[config.mk]
export PLATFORM = sky130hd
export DESIGN_NAME = acr_bank
export DESIGN_NICKNAME = d
export VERILOG_FILES = /design/src/acr_pkg.sv /design/src/acr_bank.sv /design/src/acr_deglitch.sv
export SDC_FILE = /design/constraint.sdc
export NUM_CORES = 1
export LEC_CHECK = 0
export ABC_CLOCK_PERIOD_IN_PS = 4200
export BUFFER_PORTS_ARGS = -buffer_cell sky130_fd_sc_hd__buf_2
export CAP_MARGIN = 25
export CORE_UTILIZATION = 24
export CTS_CLUSTER_DIAMETER = 150
export DETAILED_ROUTE_END_ITERATION = 6
export PLACE_DENSITY = 0.36
export SETUP_SLACK_MARGIN = 0.5
export SLEW_MARGIN = 20
export SYNTH_ARGS = -nofsm -noshare
export SYNTH_HDL_FRONTEND = slang
export SYNTH_HIERARCHICAL = 1
export SYNTH_SLANG_ARGS = --single-unit
export TNS_END_PERCENT = 30
[constraint.sdc]
create_clock -name clk -period 4.2 [get_ports clk]
set_input_delay 0.84 -clock clk [delete_from_list [all_inputs] [get_ports clk]]
set_output_delay 0.84 -clock clk [all_outputs]
set_load 0.01 [all_outputs]
[src/acr_pkg.sv]
// Purpose: Shared constants and types of the amplifier control register bank
// Assumes: 50 MHz system clock, two-wire serial bus sampled on that clock
// Notes:   Register index equals the register byte sent by the bus master
package acr_pkg;

  // ----------------------------------------------------------------
  // Bus address and register map
  // ----------------------------------------------------------------
  localparam logic [6:0] SLAVE_ADDR = 7'h58;
  localparam logic [7:0] REG_FUNC = 8'h01;
  localparam logic [7:0] REG_ATTACK = 8'h02;
  localparam logic [7:0] REG_MAXGAIN = 8'h07;
  localparam logic [7:0] RD_UNMAPPED = 8'h00;

  // Reset values, index 0 unused
  localparam logic [7:0][7:0] REG_RESET = {8'hc2, 8'h3a, 8'h06, 8'h00, 8'h0b, 8'h05, 8'hc3, 8'h00};
  // Writable bits of registers two to seven
  localparam logic [7:0][7:0] REG_WMASK = {8'hf3, 8'hff, 8'h3f, 8'h3f, 8'h3f, 8'h3f, 8'h00, 8'h00};

  // ----------------------------------------------------------------
  // Function control fields
  // ----------------------------------------------------------------
  localparam int FC_EN_R = 7;
  localparam int FC_EN_L = 6;
  localparam int FC_SWS = 5;
  localparam int FC_FLT_R = 4;
  localparam int FC_FLT_L = 3;
  localparam int FC_THERM = 2;
  localparam int FC_NG = 0;
  localparam logic [7:0] FC_WMASK = 8'he1;
  localparam logic [7:0] FC_FLAGS = 8'h1c;
  localparam logic [7:0] FC_ONE = 8'h02;
  localparam logic [1:0] RATIO_1TO1 = 2'h0;

  // ----------------------------------------------------------------
  // Timing
  // ----------------------------------------------------------------
  localparam int CLK_FREQ_HZ = 50_000_000;
  localparam int DEGLITCH_US = 10;
  localparam int DEGLITCH_CYCLES = (CLK_FREQ_HZ / 1_000_000) * DEGLITCH_US;

  // ----------------------------------------------------------------
  // Types
  // ----------------------------------------------------------------
  typedef enum logic [4:0] {
    S_IDLE = 5'h01,
    S_RX   = 5'h02,
    S_ACK  = 5'h04,
    S_TX   = 5'h08,
    S_RACK = 5'h10
  } acr_state_type;

  typedef enum logic [2:0] {
    PH_ADDR = 3'h1,
    PH_PTR  = 3'h2,
    PH_DATA = 3'h4
  } acr_phase_type;

  typedef struct packed {
    logic [7:0] attack_time;
    logic [7:0] release_time;
    logic [7:0] hold_time;
    logic [7:0] fixed_gain;
    logic [7:0] limiter_noise_gate;
    logic [7:0] max_gain_compression;
  } acr_cfg_type;

  typedef struct packed {
    logic right_amp_on;
    logic left_amp_on;
    logic bias_enable;
    logic noise_gate_active;
  } acr_amp_type;

  typedef struct packed {
    acr_state_type state;
    acr_phase_type phase;
    logic rw;
    logic [3:0] cnt;
    logic [7:0] shift;
    logic [7:0] ptr;
    logic [7:0][7:0] regs;
    logic scl_q;
    logic sda_q;
    logic sda_oe;
    logic acked;
    acr_amp_type amp;
  } acr_core_type;

  localparam acr_core_type CORE_RESET = '{
    state: S_IDLE, phase: PH_ADDR, rw: 1'b0, cnt: 4'h0, shift: 8'h00, ptr: 8'h00,
    regs: REG_RESET, scl_q: 1'b1, sda_q: 1'b1, sda_oe: 1'b0, acked: 1'b0, amp: 4'h0};

endpackage : acr_pkg
[src/acr_bank.sv]
// Purpose: Control and status register bank of a stereo amplifier, two-wire serial slave
// Assumes: scl_i and sda_i synchronous to clk and slow against it
// Notes:   Open-drain data pin; sda_oe_o high pulls the line low
//
// Overview of operation
// Registers one to seven reset to c3, 05, 0b, 00, 06, 3a, c2.
// Host never writes addresses above eight; such writes are dropped here.
// Reserved addresses read as arbitrary data; here they read zero.
// Slave answers address byte b0 for writes and b1 for reads.
// Function bit 7 enables right channel, bit 6 left, both default one.
// Channel enable acts only while die temperature stays below threshold.
// Function bit 5 set puts device in software shutdown, default clear.
// Function bit 4 sets on right channel short or over-current.
// Right fault bit stays set until host writes zero to it.
// Function bit 3 sets on left short, cleared by host writing zero.
// Function bit 2 sets on hardware thermal shutdown.
// Thermal flag is deglitched, latched, cleared by writing zero.
// Function bit 0 enables noise gate, active only with ratio not 1:1.
// Compression ratio is register seven bits 1:0.
// Write: first byte selects register, following bytes fill successive registers.
// Read: successive registers returned while master acknowledges each byte.
// Writing one to a flag leaves it; only hardware sets flags.
// Function bit 1 reads one and ignores writes.
`timescale 1ns/1ps
module acr_bank
  import acr_pkg::*;
#(
  parameter int DEGLITCH = DEGLITCH_CYCLES
) (
  // Clock and reset
  input wire logic clk,
  input wire logic rst,
  // Serial bus pins
  input wire logic scl_i,
  input wire logic sda_i,
  output logic sda_o,
  output logic sda_oe_o,
  // Protection inputs
  input wire logic fault_right_i,
  input wire logic fault_left_i,
  input wire logic over_temp_i,
  // Amplifier controls
  output acr_amp_type amp_o,
  output acr_cfg_type cfg_o
);

  acr_core_type state_r;
  acr_core_type nxt;
  logic scl_rise;
  logic scl_fall;
  logic start_cond;
  logic stop_cond;
  logic therm_hot;
  logic wr_en;
  logic [7:0] wr_data;
  logic [7:0] rd_byte;
  logic [7:0] fc;

  // ----------------------------------------------------------------
  // Register access helpers
  // ----------------------------------------------------------------
  function automatic logic [7:0] read_reg(input logic [7:0][7:0] regs, input logic [7:0] ptr);
    logic [7:0] v;
    v = RD_UNMAPPED;
    if (ptr >= REG_FUNC && ptr <= REG_MAXGAIN) begin
      v = regs[ptr[2:0]];
    end
    return v;
  endfunction : read_reg

  function automatic logic [7:0][7:0] write_reg(input logic [7:0][7:0] regs, input logic [7:0] ptr,
                                               input logic [7:0] d);
    logic [7:0][7:0] v;
    v = regs;
    if (ptr == REG_FUNC) begin
      v[1] = (d & FC_WMASK) | (regs[1] & d & FC_FLAGS) | FC_ONE;
    end else if (ptr >= REG_ATTACK && ptr <= REG_MAXGAIN) begin
      v[ptr[2:0]] = d & REG_WMASK[ptr[2:0]];
    end
    return v;
  endfunction : write_reg

  // ----------------------------------------------------------------
  // Thermal qualification
  // ----------------------------------------------------------------
  acr_deglitch #(
    .CYCLES(DEGLITCH)
  ) u_therm (
    .clk(clk),
    .rst(rst),
    .level_i(over_temp_i),
    .stable_o(therm_hot)
  );

  assign scl_rise = scl_i & ~state_r.scl_q;
  assign scl_fall = ~scl_i & state_r.scl_q;
  assign start_cond = scl_i & state_r.scl_q & state_r.sda_q & ~sda_i;
  assign stop_cond = scl_i & state_r.scl_q & ~state_r.sda_q & sda_i;
  assign rd_byte = read_reg(state_r.regs, state_r.ptr);
  assign fc = state_r.regs[1];

  // ----------------------------------------------------------------
  // Next state
  // ----------------------------------------------------------------
  always_comb begin
    nxt = state_r;
    wr_en = 1'b0;
    wr_data = state_r.shift;
    nxt.scl_q = scl_i;
    nxt.sda_q = sda_i;
    case (state_r.state)
      S_IDLE: begin
        nxt.sda_oe = 1'b0;
      end
      S_RX: begin
        if (scl_rise && state_r.cnt < 4'h8) begin
          nxt.shift = {state_r.shift[6:0], sda_i};
          nxt.cnt = state_r.cnt + 4'h1;
        end else if (scl_fall && state_r.cnt == 4'h8) begin
          nxt.cnt = 4'h0;
          case (state_r.phase)
            PH_ADDR: begin
              if (state_r.shift[7:1] == SLAVE_ADDR) begin
                nxt.rw = state_r.shift[0];
                nxt.state = S_ACK;
                nxt.sda_oe = 1'b1;
                nxt.phase = PH_PTR;
              end else begin
                nxt.state = S_IDLE;
              end
            end
            PH_PTR: begin
              nxt.ptr = state_r.shift;
              nxt.state = S_ACK;
              nxt.sda_oe = 1'b1;
              nxt.phase = PH_DATA;
            end
            default: begin
              wr_en = 1'b1;
              nxt.ptr = state_r.ptr + 8'h01;
              nxt.state = S_ACK;
              nxt.sda_oe = 1'b1;
            end
          endcase
        end
      end
      S_ACK: begin
        if (scl_fall) begin
          if (state_r.rw) begin
            nxt.state = S_TX;
            nxt.shift = rd_byte;
            nxt.ptr = state_r.ptr + 8'h01;
            nxt.sda_oe = ~rd_byte[7];
          end else begin
            nxt.state = S_RX;
            nxt.sda_oe = 1'b0;
          end
        end
      end
      S_TX: begin
        if (scl_fall) begin
          if (state_r.cnt == 4'h7) begin
            nxt.state = S_RACK;
            nxt.sda_oe = 1'b0;
            nxt.cnt = 4'h0;
          end else begin
            nxt.shift = {state_r.shift[6:0], 1'b0};
            nxt.cnt = state_r.cnt + 4'h1;
            nxt.sda_oe = ~state_r.shift[6];
          end
        end
      end
      S_RACK: begin
        if (scl_rise) begin
          nxt.acked = ~sda_i;
        end else if (scl_fall) begin
          if (state_r.acked) begin
            nxt.state = S_TX;
            nxt.shift = rd_byte;
            nxt.ptr = state_r.ptr + 8'h01;
            nxt.sda_oe = ~rd_byte[7];
          end else begin
            nxt.state = S_IDLE;
          end
        end
      end
      default: begin
        nxt.state = S_IDLE;
        nxt.sda_oe = 1'b0;
      end
    endcase
    // Start or stop ends any transfer; a repeated start ends a sequential write
    if (start_cond) begin
      nxt.state = S_RX;
      nxt.phase = PH_ADDR;
      nxt.cnt = 4'h0;
      nxt.sda_oe = 1'b0;
    end else if (stop_cond) begin
      nxt.state = S_IDLE;
      nxt.sda_oe = 1'b0;
    end
    if (wr_en) begin
      nxt.regs = write_reg(state_r.regs, state_r.ptr, wr_data);
    end
    // Hardware set wins over a clear in the same cycle
    nxt.regs[1][FC_FLT_R] = nxt.regs[1][FC_FLT_R] | fault_right_i;
    nxt.regs[1][FC_FLT_L] = nxt.regs[1][FC_FLT_L] | fault_left_i;
    nxt.regs[1][FC_THERM] = nxt.regs[1][FC_THERM] | therm_hot;
    nxt.amp.right_amp_on = fc[FC_EN_R] & ~fc[FC_SWS] & ~therm_hot;
    nxt.amp.left_amp_on = fc[FC_EN_L] & ~fc[FC_SWS] & ~therm_hot;
    nxt.amp.bias_enable = ~fc[FC_SWS];
    nxt.amp.noise_gate_active = fc[FC_NG] & ~fc[FC_SWS] & (state_r.regs[7][1:0] != RATIO_1TO1);
  end

  always_ff @(posedge clk) begin
    if (rst) begin
      state_r <= CORE_RESET;
    end else begin
      state_r <= nxt;
    end
  end

  // ----------------------------------------------------------------
  // Outputs
  // ----------------------------------------------------------------
  assign sda_o = 1'b0;
  assign sda_oe_o = state_r.sda_oe;
  assign amp_o = state_r.amp;
  assign cfg_o = {state_r.regs[2], state_r.regs[3], state_r.regs[4], state_r.regs[5], state_r.regs[6],
                  state_r.regs[7]};
endmodule : acr_bank

[src/acr_deglitch.sv]
// Purpose: Qualifies a level that must stay high for a number of cycles
// Assumes: Input synchronous to clk
// Notes:   Output drops in the cycle after the input drops
`timescale 1ns/1ps
module acr_deglitch
  import acr_pkg::*;
#(
  parameter int CYCLES = DEGLITCH_CYCLES
) (
  // Clock and reset
  input wire logic clk,
  input wire logic rst,
  // Level in and qualified level out
  input wire logic level_i,
  output logic stable_o
);

  localparam int CW = $clog2(CYCLES + 1);

  typedef struct packed {
    logic [CW-1:0] cnt;
    logic stable;
  } acr_dg_type;

  acr_dg_type dg_r;
  acr_dg_type dg_nxt;

  always_comb begin
    dg_nxt = dg_r;
    if (!level_i) begin
      dg_nxt.cnt = '0;
      dg_nxt.stable = 1'b0;
    end else if (dg_r.cnt == CW'(CYCLES - 1)) begin
      dg_nxt.stable = 1'b1;
    end else begin
      dg_nxt.cnt = dg_r.cnt + 1'b1;
    end
  end

  always_ff @(posedge clk) begin
    if (rst) begin
      dg_r <= '0;
    end else begin
      dg_r <= dg_nxt;
    end
  end

  assign stable_o = dg_r.stable;

endmodule : acr_deglitch

==> impl_metrics.toml <==
[power]
powerDensity_mw_per_mm2 = 361
peakVddDrop_uv = 179
p_leak_nw = 2.73

[global_route]
gr-total-overflow = 0
track_usage = 0.163
grt_first_pass_wirelength_um = 35000
grt_pass1_vias = 5489
antenna_found_initial = 0
grt_start_max_net_pins = 48

[synth]
synth_compound_area_frac = 0.176
netlist.area_leader.share = 0.344
synth_common_cells = "114 x dfxtp_1, 67 x nor2_1, 65 x nand2_1"
synth.mux.area_fraction = 0.103
yosys.area_share.simple = 0.247
ys_top_cells_by_area = "dfxtp_1 34%, mux2i_1 8.1%, buf_4 6.1%, nor2_1 3.8%, nand2_1 3.7%"
yosysTopAreaCell = "dfxtp_1"
synthArstFlopShare = 0
synth_top_family_by_area = "simple AND/OR/NAND/NOR gates"
syn_nets = 797
synthCells = 782
avgSynthCellArea_um2 = 8.49
yosys_warnings = 6
post_synth_xor_area_fraction = 0.0106
synth_cell_types = 72
syn_area_mm2 = 0.00664
synth-edff-count = 0
synth_most_common_cell = "dfxtp_1"
synth_fa_ha_area_frac = 0.0151
yosysSeqAreaShare = 0.344
synth-seq-cells = 114
yosys_most_used_dff = "dfxtp_1"

[final_layout]
fin_cells = 1117
diodes = 0
nets = 778
drive_above_1_share = 0.183
area_delta_synth_final_pct = 11.2

[clocking]
cts-hold-fix-buffers = 0
cts_buffers = 17
cts_tree = "built"
clk_pin_slew_ps = 60
root_buffer = "clkbuf_16"
htreeDepth = 4
cts_setup_buffers = 0
cts_resized = 0
clockBufferDepth = 2
clock_latency_ps = 420
cts_sinks = 114

[placement]
dp.cells = 1084
gp_congestion = 0.754
portBuffers = 59
place.detailed.hpwl_um = 15700

[setup_path]
cpPeakStageDelay_ps = 820
crit_chain = "xor2_1 -> a211oi_2 -> buf_4 -> mux2i_1 -> nor2_1 -> a211oi_1"
critical_path_class = "reg2reg"
crit_required_ps = 4530
crit-reg2reg-launch = "state_r[98]"
startpoint = "state_r[98]"
critical_path_buf_inv_count = 1
start_kind = "register"
slowest_stage = "a211oi_2"
arrival_ps = 3110
end_kind = "register"
crit_family = "compound AO/OA/AOI/OAI gates"
path_max_fanout = 18

[timing]
min_period_ps = 2780
slew_headroom = 0.352
rsz0062_at_grt = "false"
slew_viol_final = 0
setup_viol = 0
clock.fmax_ghz = 0.360
hold_viol_final = 0
worstMarginPinSlew_ps = 966
whs_ps = 464
tns_ps = 0
skew_ps = 15.0
fin_crit_sh = 0.662

[worst_hold_path]
hp-class = "reg2reg"
min-delay-start = "cfg_o[10]"

[floorplan]
floorplan.die_area_mm2 = 0.0283
initial_core_util = 0.246
ios = 61
core_area_mm2 = 0.0270
fp.dieW_um = 168
core.rowCount = 60
die_h_um = 168

[routing]
wl_per_cell_um = 20.1
drc = 0
ant_nets = 0
routed_via_density = 5.05
dr_total_vias = 5639
drt_wl_total_um = 22500
drt_iter0_markers = 441
first_pass_iters = 5

[status]
status = "complete, no violations"

[flow_run]
maxCapViolations = 0
==> path summary, 6_finish.rpt <==
kind	slack [ps]	depth (start not counted)	endpoint
setup / recovery	1420	6	register
hold reg to reg	460	2	cfg_o[10]
setup reg to reg	1420	6	register
hold / removal	460	2	cfg_o[10]
==> power by group <==
part           leakage, nW  total [mW]  switching (mW)  internal, mW
Clock                0.271        1.42           0.583         0.838
Sequential           0.922        1.11          0.0185          1.09
Combinational         1.54       0.135          0.0903        0.0444
==> registers in the layout, summed over array words and instances (netlist names), named ones only <==
| signal | cells |
|---|---|
| sda_oe_o | 1 |
| cfg_o | 48 |
| u_therm/stable_o | 1 |
| fc | 8 |
| state_r | 32 |
| wr_data | 8 |
| u_therm/dg_r | 9 |
| amp_o | 4 |
==> logic make-up (layout without fill, tap and decap cells) <==
family / Yosys count / count (layout)
mux: 65 / 65
simple gates: 288 / 288
fa+ha+maj: 8 / 8
other cells: 1 / 1
xor+xnor: 8 / 8
compound gates: 177 / 177
buf+inv: 121 / 115
flops: 114 / 114
==> per-stage QoR <==
| step | power, mW | instance area (um^2) | setup slack, ps | util |
|---|---|---|---|---|
| 4_1_cts | 2.71 | 7380 | 1340 | 0.273 |
| 3_5_place_dp | 1.27 | 6810 | 1120 | 0.252 |
| 5_1_grt | 2.77 | 7380 | 1180 | 0.273 |
| 3_3_place_gp | 1.27 | 6810 | 1130 | 0.252 |
| 6_report | 2.67 | 7380 | 1420 | 0.273 |
| 2_1_floorplan | 1.23 | 6640 | 1690 | - |
==> tightest hold or removal path, stage by stage (launching register included) <==
cell     delay (ps)
dfxtp_1         320
nand2_1          50
a21oi_1          50
==> metal layers <==
layer / vias to the layer above / share of wire / track usage
li1: 2758 / - / -
met1: 2752 / 0.51 / 0.239
met2: 108 / 0.44 / 0.244
met3: 21 / 0.026 / 0.0244
met4: 0 / 0.016 / 0.0510
met5: - / 0 / 0
==> cells in the final DEF (no fill, tap or decap), drive strengths merged, types with 17 or more instances in the layout <==
cell,instances
dfxtp,114
buf,71
nor2,68
nand2,65
mux2i,54
a21oi,48
o21ai,38
nand3,29
nor3,19
clkbuf,19
a211oi,18
and2,17
==> area by class of cell <==
class | instances | area (um^2)
fillers | 2948 | 19600
multi-input cells | 547 | 3670
flip-flops and latches | 114 | 2280
clock buffers | 19 | 443
well taps | 341 | 427
repair buffers | 71 | 385
clock inverters | 13 | 128
inverters | 12 | 45.0
(Power assumes the default switching activity.)
